[config.mk]
export PLATFORM = sky130hd
export DESIGN_NAME = tzoa_offset
export DESIGN_NICKNAME = d
export VERILOG_FILES = /design/src/rtl/tzoa_pkg.sv /design/src/rtl/tzoa_adder.sv /design/src/rtl/tzoa_offset.sv
export SDC_FILE = /design/constraint.sdc
export NUM_CORES = 1
export LEC_CHECK = 0
export ABC_CLOCK_PERIOD_IN_PS = 2400
export BUFFER_PORTS_ARGS = -buffer_cell sky130_fd_sc_hd__buf_4
export CAP_MARGIN = 20
export CORE_MARGIN = 8
export CORE_UTILIZATION = 52
export CTS_BUF_LIST = sky130_fd_sc_hd__clkbuf_8
export DETAILED_ROUTE_END_ITERATION = 10
export GPL_ROUTABILITY_DRIVEN = 0
export HOLD_SLACK_MARGIN = 0.08
export PLACE_DENSITY = 0.93
export SETUP_SLACK_MARGIN = 0.15
export SLEW_MARGIN = 20
export SYNTH_ARGS = -nofsm -noshare
export SYNTH_HDL_FRONTEND = slang
export SYNTH_SLANG_ARGS = --single-unit
[constraint.sdc]
create_clock -name clk_sys_i -period 2.4 [get_ports clk_sys_i]
set_input_delay 0 -clock clk_sys_i [delete_from_list [all_inputs] [get_ports clk_sys_i]]
set_output_delay 0 -clock clk_sys_i [all_outputs]
set_load 0.1 [all_outputs]
[src/rtl/tzoa_pkg.sv]
// package for the zone temperature offset stage
// assumes an 8-bit register port and 8-bit two's complement readings
package tzoa_pkg;

    localparam logic [7:0] TZOA_ZONE1_OFFSET_ADDR = 8'hEE;
    localparam logic [7:0] TZOA_ZONE2_OFFSET_ADDR = 8'hEF;
    localparam logic [7:0] TZOA_OFFSET_RESET = 8'h00;
    localparam int TZOA_FIELD_LSB = 0;
    localparam int TZOA_FIELD_MSB = 5;
    localparam int TZOA_FIELD_W = 6;
    localparam int TZOA_TEMP_W = 8;
    localparam logic [7:0] TZOA_TEMP_MAX = 8'h7F;
    localparam logic [7:0] TZOA_TEMP_MIN = 8'h80;

    typedef struct packed {
        logic valid;
        logic [7:0] temp;
    } tzoa_meas_type;

    typedef struct packed {
        logic [5:0] zone1_offset_field;
        logic [5:0] zone2_offset_field;
        tzoa_meas_type zone1_out;
        tzoa_meas_type zone2_out;
        logic [7:0] rdata;
    } tzoa_state_type;

endpackage : tzoa_pkg

[src/rtl/tzoa_adder.sv]
// saturating add of a 6-bit signed offset to an 8-bit signed reading
// assumes purely combinational use inside the offset stage
`timescale 1ns/1ps
module tzoa_adder (
    input wire logic [7:0] temp_i,
    input wire logic [5:0] offset_i,
    output logic [7:0] sum_o
);
    logic [8:0] wide;

    always_comb begin
        // sign-extend offset, add at 9 bits
        wide = {temp_i[7], temp_i} + {{3{offset_i[5]}}, offset_i};
        if (wide[8] != wide[7]) begin
            sum_o = wide[8] ? tzoa_pkg::TZOA_TEMP_MIN
                            : tzoa_pkg::TZOA_TEMP_MAX;
        end else begin
            sum_o = wide[7:0];
        end
    end
endmodule : tzoa_adder

[src/rtl/tzoa_offset.sv]
// zone temperature offset stage with its two offset registers
// assumes readings arrive as one-cycle valid pulses on clk_sys_i
`timescale 1ns/1ps
module tzoa_offset (
    input wire logic clk_sys_i,
    input wire logic arst_n_i,
    input wire logic clk_en_i,
    input wire logic reg_wr_i,
    input wire logic [7:0] reg_addr_i,
    input wire logic [7:0] reg_wdata_i,
    output logic [7:0] reg_rdata_o,
    input wire tzoa_pkg::tzoa_meas_type zone1_raw_i,
    input wire tzoa_pkg::tzoa_meas_type zone2_raw_i,
    output tzoa_pkg::tzoa_meas_type zone1_temp_o,
    output tzoa_pkg::tzoa_meas_type zone2_temp_o,
    output logic [5:0] zone1_offset_o,
    output logic [5:0] zone2_offset_o
);

    ////////////////////////////////////////////////////////////////////////
    tzoa_pkg::tzoa_state_type state;
    tzoa_pkg::tzoa_state_type next_state;
    logic [7:0] sum [2];
    logic [7:0] raw [2];
    logic [5:0] offs [2];

    assign raw[0] = zone1_raw_i.temp;
    assign raw[1] = zone2_raw_i.temp;
    assign offs[0] = state.zone1_offset_field;
    assign offs[1] = state.zone2_offset_field;

    genvar g;
    generate
        for (g = 0; g < 2; g++) begin : g_zone
            tzoa_adder u_add (
                .temp_i(raw[g]),
                .offset_i(offs[g]),
                .sum_o(sum[g])
            );
        end
    endgenerate

    ////////////////////////////////////////////////////////////////////////
    always_comb begin
        next_state = state;
        if (reg_wr_i && reg_addr_i == tzoa_pkg::TZOA_ZONE1_OFFSET_ADDR) begin
            // reserved bits dropped
            next_state.zone1_offset_field = reg_wdata_i[5:0];
        end
        if (reg_wr_i && reg_addr_i == tzoa_pkg::TZOA_ZONE2_OFFSET_ADDR) begin
            next_state.zone2_offset_field = reg_wdata_i[5:0];
        end
        // corrected value replaces raw for all consumers
        next_state.zone1_out.valid = zone1_raw_i.valid;
        if (zone1_raw_i.valid) begin
            next_state.zone1_out.temp = sum[0];
        end
        next_state.zone2_out.valid = zone2_raw_i.valid;
        if (zone2_raw_i.valid) begin
            next_state.zone2_out.temp = sum[1];
        end
        case (reg_addr_i)
            tzoa_pkg::TZOA_ZONE1_OFFSET_ADDR: begin
                next_state.rdata = {2'h0, state.zone1_offset_field};
            end
            tzoa_pkg::TZOA_ZONE2_OFFSET_ADDR: begin
                next_state.rdata = {2'h0, state.zone2_offset_field};
            end
            default: begin
                next_state.rdata = 8'h00;
            end
        endcase
    end

    always_ff @(posedge clk_sys_i or negedge arst_n_i) begin
        if (!arst_n_i) begin
            state <= '0;
        end else if (clk_en_i) begin
            state <= next_state;
        end
    end

    assign reg_rdata_o = state.rdata;
    assign zone1_temp_o = state.zone1_out;
    assign zone2_temp_o = state.zone2_out;
    assign zone1_offset_o = state.zone1_offset_field;
    assign zone2_offset_o = state.zone2_offset_field;

    ////////////////////////////////////////////////////////////////////////
    // reference sums at ten bits, wide enough never to wrap
    logic signed [9:0] ref1;
    logic signed [9:0] ref2;

    assign ref1 = $signed({{2{zone1_raw_i.temp[7]}}, zone1_raw_i.temp})
                + $signed({{4{state.zone1_offset_field[5]}},
                           state.zone1_offset_field});
    assign ref2 = $signed({{2{zone2_raw_i.temp[7]}}, zone2_raw_i.temp})
                + $signed({{4{state.zone2_offset_field[5]}},
                           state.zone2_offset_field});

    ////////////////////////////////////////////////////////////////////////
    // corrected readings

    zone1_sum_a: assert property (
        @(posedge clk_sys_i) disable iff (!arst_n_i)
        clk_en_i && zone1_raw_i.valid && ref1 < 10'sd128 && ref1 > -10'sd129
        |=> zone1_temp_o.valid && zone1_temp_o.temp == $past(ref1[7:0]))
        else $error("zone one sum wrong");

    zone2_sum_a: assert property (
        @(posedge clk_sys_i) disable iff (!arst_n_i)
        clk_en_i && zone2_raw_i.valid && ref2 < 10'sd128 && ref2 > -10'sd129
        |=> zone2_temp_o.valid && zone2_temp_o.temp == $past(ref2[7:0]))
        else $error("zone two sum wrong");

    zone1_valid_a: assert property (
        @(posedge clk_sys_i) disable iff (!arst_n_i)
        clk_en_i && zone1_raw_i.valid |=> zone1_temp_o.valid)
        else $error("zone one reading dropped");

    zone2_valid_a: assert property (
        @(posedge clk_sys_i) disable iff (!arst_n_i)
        clk_en_i && zone2_raw_i.valid |=> zone2_temp_o.valid)
        else $error("zone two reading dropped");

    zone1_hold_a: assert property (
        @(posedge clk_sys_i) disable iff (!arst_n_i)
        clk_en_i && !zone1_raw_i.valid
        |=> !zone1_temp_o.valid && $stable(zone1_temp_o.temp))
        else $error("zone one output changed without reading");

    zone2_hold_a: assert property (
        @(posedge clk_sys_i) disable iff (!arst_n_i)
        clk_en_i && !zone2_raw_i.valid
        |=> !zone2_temp_o.valid && $stable(zone2_temp_o.temp))
        else $error("zone two output changed without reading");

    zero_pass_a: assert property (
        @(posedge clk_sys_i) disable iff (!arst_n_i)
        clk_en_i && zone2_raw_i.valid && zone2_offset_o == 6'h00
        |=> zone2_temp_o.temp == $past(zone2_raw_i.temp))
        else $error("zero offset altered reading");

    neg_full_a: assert property (
        @(posedge clk_sys_i) disable iff (!arst_n_i)
        clk_en_i && zone1_raw_i.valid && zone1_offset_o == 6'h20
        && zone1_raw_i.temp == 8'h40
        |=> zone1_temp_o.temp == 8'h20)
        else $error("minus 32 offset wrong");

    pos_full_a: assert property (
        @(posedge clk_sys_i) disable iff (!arst_n_i)
        clk_en_i && zone2_raw_i.valid && zone2_offset_o == 6'h1F
        && zone2_raw_i.temp == 8'h40
        |=> zone2_temp_o.temp == 8'h5F)
        else $error("plus 31 offset wrong");

    sat1_high_a: assert property (
        @(posedge clk_sys_i) disable iff (!arst_n_i)
        clk_en_i && zone1_raw_i.valid && ref1 > 10'sd127
        |=> zone1_temp_o.temp == tzoa_pkg::TZOA_TEMP_MAX)
        else $error("zone one high clamp wrong");

    sat1_low_a: assert property (
        @(posedge clk_sys_i) disable iff (!arst_n_i)
        clk_en_i && zone1_raw_i.valid && ref1 < -10'sd128
        |=> zone1_temp_o.temp == tzoa_pkg::TZOA_TEMP_MIN)
        else $error("zone one low clamp wrong");

    sat2_high_a: assert property (
        @(posedge clk_sys_i) disable iff (!arst_n_i)
        clk_en_i && zone2_raw_i.valid && ref2 > 10'sd127
        |=> zone2_temp_o.temp == tzoa_pkg::TZOA_TEMP_MAX)
        else $error("zone two high clamp wrong");

    sat2_low_a: assert property (
        @(posedge clk_sys_i) disable iff (!arst_n_i)
        clk_en_i && zone2_raw_i.valid && ref2 < -10'sd128
        |=> zone2_temp_o.temp == tzoa_pkg::TZOA_TEMP_MIN)
        else $error("zone two low clamp wrong");

    ////////////////////////////////////////////////////////////////////////
    // offset registers, readback and freeze

    zone1_write_a: assert property (
        @(posedge clk_sys_i) disable iff (!arst_n_i)
        clk_en_i && reg_wr_i
        && reg_addr_i == tzoa_pkg::TZOA_ZONE1_OFFSET_ADDR
        |=> zone1_offset_o == $past(reg_wdata_i[5:0]))
        else $error("zone one offset write lost");

    field_write_a: assert property (
        @(posedge clk_sys_i) disable iff (!arst_n_i)
        clk_en_i && reg_wr_i && reg_addr_i == 8'hEF
        |=> zone2_offset_o == $past(reg_wdata_i[5:0]))
        else $error("offset write lost");

    write_ignore_a: assert property (
        @(posedge clk_sys_i) disable iff (!arst_n_i)
        clk_en_i && reg_wr_i
        && reg_addr_i != tzoa_pkg::TZOA_ZONE1_OFFSET_ADDR
        && reg_addr_i != tzoa_pkg::TZOA_ZONE2_OFFSET_ADDR
        |=> $stable(zone1_offset_o) && $stable(zone2_offset_o))
        else $error("foreign write moved an offset");

    rsvd_zero_a: assert property (
        @(posedge clk_sys_i) disable iff (!arst_n_i)
        clk_en_i && reg_addr_i == tzoa_pkg::TZOA_ZONE1_OFFSET_ADDR
        |=> reg_rdata_o == {2'h0, $past(zone1_offset_o)})
        else $error("zone one readback wrong");

    read_two_a: assert property (
        @(posedge clk_sys_i) disable iff (!arst_n_i)
        clk_en_i && reg_addr_i == tzoa_pkg::TZOA_ZONE2_OFFSET_ADDR
        |=> reg_rdata_o == {2'h0, $past(zone2_offset_o)})
        else $error("zone two readback wrong");

    read_other_a: assert property (
        @(posedge clk_sys_i) disable iff (!arst_n_i)
        clk_en_i && reg_addr_i != tzoa_pkg::TZOA_ZONE1_OFFSET_ADDR
        && reg_addr_i != tzoa_pkg::TZOA_ZONE2_OFFSET_ADDR
        |=> reg_rdata_o == 8'h00)
        else $error("unmapped address read nonzero");

    freeze_reg_a: assert property (
        @(posedge clk_sys_i) disable iff (!arst_n_i)
        !clk_en_i
        |=> $stable(zone1_offset_o) && $stable(zone2_offset_o)
        && $stable(reg_rdata_o))
        else $error("registers moved while frozen");

    freeze_out_a: assert property (
        @(posedge clk_sys_i) disable iff (!arst_n_i)
        !clk_en_i
        |=> $stable(zone1_temp_o) && $stable(zone2_temp_o))
        else $error("readings moved while frozen");

endmodule : tzoa_offset

==> After elaboration in Yosys (flattened, before gate mapping) <==
Cells that the tools add are included.
{ "word_totals": {"reg_bits": 38, "inputBits": 38, "output_inout_bits": 38, "wordCells": 24} }
{ "classes": {"addsub": 2, "eq_ne": 4, "muxes": 5, "reduce_logical": 6} }
{ "op_table": {"columns": ["cell", "n"], "rows": [
  ["$mux 8", 4],
  ["$add 8x6->9", 2],
  ["$eq 8x8->1 const B", 2],
  ["$pmux 6 s2", 1],
  ["$reduce_and 2->1", 4],
  ["$logic_and 1x1->1", 2],
  ["$ne 1x1->1", 2]
]} }

==> Logic depth before layout (Yosys ltp) <==
Gate-level depths: netlist of the first run.
{ "logic_depth": {"depth_word": 3, "ltp_mapped": 9, "mapped_depth_nobuf": 9} }

==> Modules after synthesis <==
From an unflattened synthesis of the first run, not the netlist that was laid out.
{ "hier_totals": {"hier_cells": 292, "hier_area_um2": 2787.7} }
{ "modules_own_cells": {"columns": ["mod", "instances", "cells_each", "area_each_um2", "seq_area_each_um2"], "rows": [
  ["tzoa_offset", 1, 108, 1500.2, 900.9],
  ["tzoa_adder (g_zone[0].u_add)", 1, 90, 651.9, 0.0],
  ["tzoa_adder (g_zone[1].u_add)", 1, 94, 635.6, 0.0]
]} }

==> Worst setup path before layout of the first run <==
OpenSTA, ideal clock, no wires.
{ "synth_path": {"kind": "reg-to-reg", "from": "register state, in the netlist zone2_offset_o[0]", "to": "register state, in the netlist zone2_temp_o[0]", "setup_ns": 0.083, "arrival_time_ns": 2.806, "required_time_ns": 2.317, "slack_ns": -0.488, "path_stages_with_launch": 10, "n_path_buf": 0, "period_less_slack_ns": 2.888, "path_cell_list": "dfrtp_1 > ha_1 > inv_1 > fa_1 > nor2b_1 > o31a_1 > o31ai_1 > a21oi_1 > o21bai_1 > o21ai_0"} }
{ "synth_between": {"elab_chain_len": 3, "elab_cells_between_ends": 4, "cone_classes": "add/sub (1); eq/ne (1); mux (2)"} }
{ "synth_lines": {"columns": ["item", "line_no", "rtl"], "rows": [
  ["from (decl)", "tzoa_offset.sv:21", "tzoa_pkg::tzoa_state_type state;"],
  ["from (signal assigned)", "tzoa_offset.sv:79", "state <= next_state;"],
  ["$add 8x6->9 (*)", "tzoa_adder.sv:13", "wide = {temp_i[7], temp_i} + {{3{offset_i[5]}}, offset_i};"],
  ["$mux 8 or $ne 1x1->1 (tied branches)", "tzoa_adder.sv:15, tzoa_adder.sv:14", null],
  ["$mux 8 (*)", "tzoa_adder.sv:14", "if (wide[8] != wide[7]) begin"]
]} }
Every way passes the cells marked *; elsewhere a longest branch is shown, timed or not.
A chain may end at the register's enable or synchronous reset.

==> Worst setup path after layout of the first run <==
{ "layout_path": {"from": "register state, in the netlist zone2_offset_o[0]", "to": "register state, in the netlist zone2_temp_o[6]"} }
The elaborated chain is that of the path after synthesis.

==> impl_metrics.json, run 1 <==
{
  "fin_skew_ns": 0.00249,
  "crit_chain": "ha_4 -> inv_2 -> fa_2 -> nor2b_2 -> o31a_1 -> o21ai_1 -> a21oi_1 -> a31o_2 -> nor3_1",
  "core_region_area_sq_um": 4060,
  "pwr-share-clk": 0.238,
  "fin_tns_setup_ns": 0,
  "yosysMostFrequentCell": "dfrtp_1",
  "ys_ff_latch": 36,
  "cpPeakStageDelay_ns": 0.50,
  "ys_seq_area_frac": 0.408,
  "peakVddDrop_mv": 0.327,
  "period_needed_ns": 2.39,
  "initial_core_util": 0.545,
  "required_ns": 2.58,
  "grt_util_all_layers": 0.216,
  "insertion_delay_ns": 0.28,
  "switchingPower_mw": 0.821,
  "yosys.area_share.simple": 0.123,
  "slowest_stage": "dfrtp_4",
  "synthArstFlopShare": 1.00,
  "ys_top_cells_by_area": "dfrtp_1 41%, ha_1 9.1%, mux2_2 5.6%",
  "synth_top_area_share": 0.408,
  "vias": 2386,
  "path_clk_slew_ns": 0.07,
  "drive_above_1_share": 0.438,
  "cts_num_sinks": 36,
  "utilization": 0.805,
  "status": "completed",
  "period_share": 0.997,
  "final_nets": 376,
  "fmax_ghz": 0.418,
  "synth_common_cells": "36 x dfrtp_1, 20 x nand2_1, 20 x o21ai_0, 19 x inv_1, 18 x nor2_1",
  "cap_violations": 0,
  "ant_nets": 0,
  "die_area_sq_um": 6590,
  "clockBufferDepth": 2,
  "p_comb_frac": 0.406,
  "grt_overflow": 0,
  "synthFlopType": "dfrtp_1",
  "dpl.hpwl_mm": 4.73,
  "yosys_warnings": 0,
  "avgRoutedWirePerCell_um": 22.5,
  "synthXorXnorAreaFrac": 0.0277,
  "worst_setup_path_end_kind": "flop",
  "firstDrtPassIters": 7,
  "area_delta_synth_final_pct": 47.8,
  "drt-initial-drc-count": 321,
  "portBuffers": 71,
  "crit_arrival_ns": 2.57,
  "swShare": 0.422,
  "rsz0062_at_grt": "yes",
  "power.share.sequential": 0.356,
  "grt_first_pass_wirelength_mm": 11.1,
  "synth_top_family_by_area": "compound AO/OA/AOI/OAI gates",
  "cts_tree": "done",
  "min_path_type": "input port to flop",
  "fin_area_sq_um": 3270,
  "avgViaCountPerCell": 6.45,
  "grt_start_max_net_pins": 37,
  "syn_area_sq_um": 2210,
  "die_y_um": 81.2,
  "grt_pass1_vias": 2261,
  "hold_viol_final": 0,
  "synth-compound-area-share": 0.194,
  "synth_top_cell_by_area": "dfrtp_1",
  "htree_num_levels": 2,
  "critPathMaxFanout": 4,
  "p_leak_nw": 1.55,
  "die_x_um": 81.2,
  "path_class": "flop to flop",
  "routed_wl_mm": 8.33,
  "setup_viol": 0,
  "cts_buffers": 5,
  "muxShareOfSynthArea": 0.0895,
  "synth_fa_ha_area_frac": 0.109,
  "syn_inst": 233,
  "synth.distinct_cells": 41,
  "drc": 0,
  "antenna_found_initial": 0,
  "rows": 23,
  "ctsRootBufferMaster": "clkbuf_8",
  "avgSynthCellArea_sq_um": 9.48,
  "crit_path_start_kind": "flop",
  "rrSetupSlack_ns": 0.007,
  "internal-power_mw": 1.12,
  "antenna_cells": 0,
  "synth-edff-count": 0,
  "slew_viol_final": 0,
  "total_power_mw": 1.94,
  "powerDensity_nw_per_um2": 595,
  "placed_area_sq_um": 2890,
  "io_pins": 76
}
==> critical path, delay by kind of cell (launching register included) <==
kind / cells / cell delay, ns
buf+inv: 1 / 0.06
compound gates: 4 / 0.99
fa+ha+maj: 2 / 0.41
simple gates: 2 / 0.32
flops: 1 / 0.50
==> registers in the layout (all words and copies together) (netlist names) <==
| signal | count |
|---|---|
| reg_rdata_o | 6 |
| zone1_offset_o | 6 |
| zone1_temp_o | 9 |
| zone2_offset_o | 6 |
| zone2_temp_o | 9 |
==> through the flow <==
step	hold slack (ns)	cells	setup slack [ns]
final	0.130	370	0.00719
after global routing	0.142	370	-0.0919
after CTS	0.130	365	0.127
after detailed placement	-0.0197	348	0.0472
after global placement	-0.0168	348	0.148
after floorplan	-0.296	234	0.131
==> worst paths after layout <==
path | startpoint | endpoint | depth (start not counted)
worst min-delay path | reg_addr_i[4] | reg_rdata_o[0]$_DFFE_PN0P_ | 3
min in group asynchronous | arst_n_i | zone2_offset_o[4]$_DFFE_PN0P_ | 2
max in group asynchronous | arst_n_i | zone1_offset_o[1]$_DFFE_PN0P_ | 2
worst min register to register | zone1_temp_o[7]$_DFFE_PN0P_ | zone1_temp_o[7]$_DFFE_PN0P_ | 2
worst max-delay path | zone2_offset_o[0]$_DFFE_PN0P_ | zone2_temp_o[6]$_DFFE_PN0P_ | 9
worst max register to register | zone2_offset_o[0]$_DFFE_PN0P_ | zone2_temp_o[6]$_DFFE_PN0P_ | 9
==> cells in the final DEF, fill, tap and decap left out, types with 3 or more instances in the layout <==
| master | instances |
|---|---|
| inv_1 | 18 |
| dlygate4sd3_1 | 9 |
| dfrtp_4 | 9 |
| xnor2_1 | 6 |
| dfrtp_1 | 24 |
| mux2i_1 | 6 |
| nand3_1 | 3 |
| o22ai_1 | 7 |
| nor2_1 | 17 |
| buf_4 | 76 |
| a21o_1 | 6 |
| clkbuf_8 | 7 |
| o21ai_0 | 12 |
| o21ai_1 | 7 |
| dfrtp_2 | 3 |
| nand2_1 | 20 |
| mux2_2 | 11 |
| ha_4 | 7 |
| nor3_1 | 4 |
| a21oi_1 | 14 |
| ha_1 | 7 |
==> layout make-up <==
cell class / count / area, sq um
inverters: 19 / 71.3
multi-input cells: 173 / 1440
well taps: 50 / 62.6
repair buffers: 85 / 661
clock buffers: 7 / 96.3
flip-flops and latches: 36 / 938
fillers: 227 / 791
==> power by group through the flow <==
stage / clock, mW / sequential (mW) / combinational, mW
floorplan: 0 / 1.06 / 0.166
global placement: 0 / 0.700 / 0.701
detailed placement: 0 / 0.703 / 0.714
CTS: 0.459 / 0.691 / 0.739
global route: 0.484 / 0.699 / 0.818
finish: 0.462 / 0.693 / 0.789
==> metal layers <==
| metal | wire length (um) | part of all wire | track usage |
|---|---|---|---|
| met4 | 483 | 0.058 | 0.0875 |
| met5 | 0 | 0 | 0 |
| met3 | 926 | 0.11 | 0.0541 |
| met2 | 3890 | 0.47 | 0.362 |
| met1 | 3040 | 0.36 | 0.257 |
==> cell families after synthesis <==
family	count (synthesis)
other	1
adders and majority gates	18
xor gates and xnor gates	7
and+or+nand+nor	58
DFF	36
muxes	18
buffers and inverters	26
AOI/OAI and AO/OA	69
==> timing repair <==
| item | 4_1_cts | 5_1_grt |
|---|---|---|
| buffers inserted | 0 | 5 |
| setup endpoints to repair | 14 | 26 |
| resized for setup | 10 | 26 |
| endpoints found under the hold margin | 56 | 0 |
| hold buffers | 9 | 0 |
| pin swaps | 2 | 17 |
| gates cloned | 1 | 0 |
No activity file was read; power rests on OpenSTA's default activity.
==> run 2: changes to the inputs <==
CORE_UTILIZATION = 30   (was 52)
PLACE_DENSITY = 0.62   (was 0.93)
SYNTH_HIERARCHICAL = 1   (was unset)
==> run 2 against run 1 <==
Critical path type unchanged. Global-route usage down 8.9 points. Critical endpoint is now zone1_temp_o[6]$_DFFE_PN0P_. First-iteration DRC count is 77% lower. Area after synthesis up 26%. Setup slack gained 0.039 ns. Power is 13% higher. Clock-buffer cell count fell by 1. Combinational power increased by 31%. Maximum frequency grew 1.7%.
==> impl_metrics.json, run 2 <==
{
  "htree_num_levels": 2,
  "min_path_type": "input port to flop",
  "period_share": 0.981,
  "avgSynthCellArea_sq_um": 9.55,
  "syn_area_sq_um": 2790,
  "synth-edff-count": 0,
  "rsz0062_at_grt": "yes",
  "relSlewSlack": 0.658,
  "worst_setup_path_end_kind": "flop",
  "ctsRootBufferMaster": "clkbuf_8",
  "antenna_cells": 0,
  "crit_arrival_ns": 2.53,
  "final_nets": 455,
  "insertion_delay_ns": 0.29,
  "drc": 0,
  "grt_util_all_layers": 0.126,
  "synth_top_area_share": 0.323,
  "critPathMaxFanout": 4,
  "total_power_mw": 2.20,
  "initial_core_util": 0.306,
  "io_pins": 76,
  "clockBufferDepth": 2,
  "place_ws_ns": -0.00249,
  "portBuffers": 71,
  "cts_num_sinks": 36,
  "area_delta_synth_final_pct": 58.4,
  "ant_nets": 0,
  "synth.distinct_cells": 57,
  "final_cell_mix": "96 x buf_4, 28 x mux2_2, 24 x dfrtp_1, 20 x inv_1, 19 x nand2_1",
  "cap_violations": 0,
  "cts_tree": "done",
  "firstDrtPassIters": 4,
  "peakVddDrop_mv": 0.437,
  "ys_top_cells_by_area": "dfrtp_1 32%, mux2_2 14%, ha_1 7.2%",
  "yosysMostFrequentCell": "dfrtp_1",
  "die_area_sq_um": 12600,
  "crit_path_start_kind": "flop",
  "tightest_slew_ns": 0.510,
  "syn_inst": 292,
  "path_clk_slew_ns": 0.08,
  "final_common_cell": "buf_4",
  "routed_wl_mm": 8.67,
  "grt_overflow": 0,
  "synthArstFlopShare": 1.00,
  "fin_area_sq_um": 4420,
  "rrSetupSlack_ns": 0.05,
  "path_class": "flop to flop",
  "cts_buffers": 5,
  "fmax_ghz": 0.425,
  "ys_ff_latch": 36,
  "die_y_um": 112,
  "ys_seq_area_frac": 0.323,
  "rows": 35,
  "synth_top_cell_by_area": "dfrtp_1",
  "status": "completed",
  "avgViaCountPerCell": 5.26,
  "powerDensity_nw_per_um2": 497,
  "period_needed_ns": 2.35,
  "drt-initial-drc-count": 74,
  "grt_first_pass_wirelength_mm": 13.0,
  "setup_slack_ns": 0.0464,
  "vias": 2686,
  "grt_pass1_vias": 2731,
  "die_x_um": 112,
  "utilization": 0.485,
  "synth_common_cells": "36 x dfrtp_1, 35 x mux2_2, 22 x inv_1, 20 x nand2_1, 18 x a21oi_1",
  "fin_skew_ns": 0.00291,
  "dpl.hpwl_mm": 6.21,
  "avgRoutedWirePerCell_um": 17.0,
  "drive_above_1_share": 0.590,
  "antenna_found_initial": 0,
  "core_region_area_sq_um": 9110,
  "placed_area_sq_um": 3620,
  "grt_start_max_net_pins": 37,
  "p_leak_nw": 1.90,
  "required_ns": 2.58,
  "synthFlopType": "dfrtp_1",
  "yosys_warnings": 6,
  "setup_viol": 0,
  "slew_viol_final": 0,
  "hold_viol_final": 0
}
## run 2: layout make-up
cell class / instances / area [sq um]
fillers: 841 / 4690
multi-input cells: 223 / 2260
flip-flops and latches: 36 / 941
repair buffers: 111 / 897
well taps: 111 / 139
clock buffers: 6 / 82.6
inverters: 22 / 82.6
clock inverters: 2 / 10.0
## run 2: path summary, 6_finish.rpt
check / cells past startpoint / endpoint / start
min in group asynchronous: 2 / zone2_temp_o[5]$_DFFE_PN0P_ / arst_n_i
worst max register to register: 9 / zone1_temp_o[6]$_DFFE_PN0P_ / zone1_offset_o[0]$_DFFE_PN0P_
worst min register to register: 1 / zone2_temp_o[7]$_DFFE_PN0P_ / zone2_temp_o[7]$_DFFE_PN0P_
worst max-delay path: 9 / zone1_temp_o[6]$_DFFE_PN0P_ / zone1_offset_o[0]$_DFFE_PN0P_
max in group asynchronous: 2 / zone2_offset_o[0]$_DFFE_PN0P_ / arst_n_i
worst min-delay path: 3 / zone1_offset_o[1]$_DFFE_PN0P_ / reg_addr_i[0]
## run 2: power breakdown
| group | internal [mW] | switching, mW |
|---|---|---|
| clock | 0.229 | 0.232 |
| combinational | 0.332 | 0.700 |
| sequential | 0.667 | 0.0365 |
## run 2: critical path, cell delays in order, from the launching register on
cell and delay (ns):
dfrtp_4 0.42, ha_4 0.13, inv_2 0.03, fa_2 0.33, nand2b_4 0.17, a21o_4 0.25
a311oi_4 0.29, maj3_2 0.26, o221ai_2 0.09, mux2_4 0.27
## run 2: routing by layer
| layer | wire length, um | global-route usage | share of wire |
|---|---|---|---|
| met2 | 4650 | 0.241 | 0.54 |
| met5 | 0 | 0 | 0 |
| met4 | 123 | 0.0324 | 0.014 |
| met3 | 419 | 0.0322 | 0.048 |
| met1 | 3480 | 0.134 | 0.40 |
## run 2: cell families after synthesis
family	after synthesis	synth area share
xor gates and xnor gates	5	0.0157
DFF	36	0.323
buffers and inverters	35	0.0574
AOI/OAI and AO/OA	79	0.200
adders and majority gates	20	0.0938
other	1	0.00135
muxes	35	0.141
and+or+nand+nor	81	0.167
## run 2: per-stage QoR
stage	TNS, ns	std cells	hold WS, ns
after floorplan	-0.239	293	-0.296
after global placement	0	470	-0.00900
after detailed placement	-0.00249	470	-0.00324
after CTS	0	500	0.206
after global routing	-0.0659	511	0.220
final	0	511	0.211
## run 2: repair_timing
action	CTS	global route
setup buffers	13	10
pin swaps	19	34
gates cloned	1	1
hold buffers	8	0
setup endpoints to repair	14	16
hold endpoints to repair	56	0
gates resized for setup	21	61
==> run 3: changes to the inputs <==
CELL_PAD_IN_SITES_DETAIL_PLACEMENT = 1   (was unset)
CELL_PAD_IN_SITES_GLOBAL_PLACEMENT = 1   (was unset)
HOLD_SLACK_MARGIN = unset   (was 0.08)
PLACE_DENSITY = 0.75   (was 0.62)
==> run 3 against run 2 <==
Setup slack better by 0.0024 ns. Maximum frequency is 0.10% higher. Non-clock buffer count is 1 lower. Die area stayed put. Sequential power hardly changed. First-iteration DRC count is 42% lower. Largest power group unchanged.
==> impl_metrics.json, run 3 (synthesis results as in run 2) <==
{
  "rrSetupSlack_ns": 0.05,
  "slew_viol_final": 0,
  "p_leak_nw": 1.86,
  "tightest_slew_ns": 0.512,
  "avgViaCountPerCell": 5.34,
  "insertion_delay_ns": 0.29,
  "die_area_sq_um": 12600,
  "routed_wl_mm": 9.85,
  "period_needed_ns": 2.35,
  "cpPeakStageDelay_ns": 0.53,
  "peakVddDrop_mv": 0.410,
  "grt_start_max_net_pins": 37,
  "total_power_mw": 2.18,
  "clockBufferDepth": 2,
  "final_nets": 454,
  "antenna_found_initial": 0,
  "cts_tree": "done",
  "grt_overflow": 0,
  "path_class": "flop to flop",
  "fin_tns_setup_ns": 0,
  "fin_skew_ns": 0.00624,
  "fmax_ghz": 0.425,
  "grt_util_all_layers": 0.151,
  "status": "completed",
  "rows": 35,
  "crit_path_start_kind": "flop",
  "core_region_area_sq_um": 9110,
  "place_ws_ns": -0.00376,
  "die_y_um": 112,
  "dpl.hpwl_mm": 6.94,
  "initial_core_util": 0.306,
  "portBuffers": 71,
  "crit_chain": "ha_4 -> inv_1 -> a2111o_1 -> and2_4 -> a21o_1 -> a221o_1 -> mux2_2",
  "drc": 0,
  "grt_pass1_vias": 3089,
  "period_share": 0.980,
  "relSlewSlack": 0.656,
  "worst_setup_path_end_kind": "flop",
  "vias": 2723,
  "utilization": 0.476,
  "final_common_cell": "buf_4",
  "n_fill_cell": 1032,
  "critPathMaxFanout": 9,
  "r2r_cells": 7,
  "regToRegStartpoint": "zone2_offset_o[5]$_DFFE_PN0P_",
  "setup_viol": 0,
  "drive_above_1_share": 0.579,
  "area_delta_synth_final_pct": 55.5,
  "hold_depth": 2,
  "final_cell_mix": "99 x buf_4, 31 x mux2_2, 24 x dfrtp_1, 22 x inv_1, 19 x nand2_1",
  "die_x_um": 112,
  "htree_num_levels": 2,
  "path_clk_slew_ns": 0.08,
  "hold_slack_ns": 0.0517,
  "antenna_cells": 0,
  "min_to": "reg_rdata_o[4]$_DFFE_PN0P_",
  "setup_slack_ns": 0.0488,
  "min_path_type": "input port to flop",
  "drt-initial-drc-count": 43,
  "crit_arrival_ns": 2.53,
  "grt_first_pass_wirelength_mm": 15.6,
  "required_ns": 2.58,
  "hp-start": "clk_en_i",
  "ant_nets": 0,
  "cap_violations": 0,
  "cts_num_sinks": 36,
  "slowest_stage": "dfrtp_4",
  "cts_buffers": 5,
  "powerDensity_nw_per_um2": 503,
  "hold_viol_final": 0,
  "ctsRootBufferMaster": "clkbuf_8",
  "firstDrtPassIters": 6,
  "avgRoutedWirePerCell_um": 19.3,
  "io_pins": 76,
  "rsz0062_at_grt": "yes",
  "r2r-end": "zone2_temp_o[3]$_DFFE_PN0P_"
}
-- run 3: area by class of cell --
type                            count  area, sq um  area share
Tap cell                          111          139      0.0320
Inverter                           22         82.6      0.0190
Clock buffer                        6         82.6      0.0190
Multi-Input combinational cell    223         2220       0.511
Sequential cell                    36          941       0.217
Timing Repair Buffer              110          867       0.200
Clock inverter                      2         7.51     0.00173
-- run 3: metal layers --
layer	vias up	global-route usage	wire [um]
met4	0	0.0333	183
met2	62	0.297	5560
met1	1355	0.159	3720
met3	19	0.0333	389
li1	1287	-	-
met5	-	0	0
-- run 3: worst max-delay path: cells and delay by family (launching register included) --
| kind | cells | cell delay (ns) |
|---|---|---|
| AND/OR/NAND/NOR | 1 | 0.17 |
| buffers and inverters | 1 | 0.09 |
| multiplexers | 1 | 0.26 |
| adder cells (fa/ha/maj) | 1 | 0.36 |
| flip-flops | 1 | 0.53 |
| AO/OA/AOI/OAI | 3 | 0.83 |
-- run 3: per-stage QoR --
stage | instances | cell area (sq um)
floorplan | 293 | 2970
global placement | 471 | 3630
detailed placement | 471 | 3630
CTS | 500 | 3980
global route | 510 | 4340
finish | 510 | 4340
-- run 3: worst max path at each step --
stage,start,end,slack (ns),cells after the start
2_1_floorplan,zone2_offset_o[0]$_DFFE_PN0P_,zone2_temp_o[6]$_DFFE_PN0P_,-0.09,9
3_3_place_gp,zone2_offset_o[0]$_DFFE_PN0P_,zone2_temp_o[6]$_DFFE_PN0P_,0.07,9
3_5_place_dp,zone1_offset_o[5]$_DFFE_PN0P_,zone1_temp_o[5]$_DFFE_PN0P_,-0.004,7
4_1_cts,zone1_offset_o[0]$_DFFE_PN0P_,zone1_temp_o[6]$_DFFE_PN0P_,0.06,9
5_1_grt,zone1_offset_o[2]$_DFFE_PN0P_,zone1_temp_o[4]$_DFFE_PN0P_,-0.03,7
6_report,zone2_offset_o[5]$_DFFE_PN0P_,zone2_temp_o[3]$_DFFE_PN0P_,0.05,7
-- run 3: power breakdown --
part / internal (mW) / switching (mW)
combinational: 0.319 / 0.703
clock: 0.226 / 0.231
sequential: 0.667 / 0.0363
total: 1.21 / 0.970
-- run 3: timing repair --
item,4_1_cts,5_1_grt
hold buffers,7,0
gates cloned,1,1
resized for setup,21,49
setup endpoints to repair,14,16
pin swaps,14,26
hold endpoints to repair,48,0
setup buffers,13,9
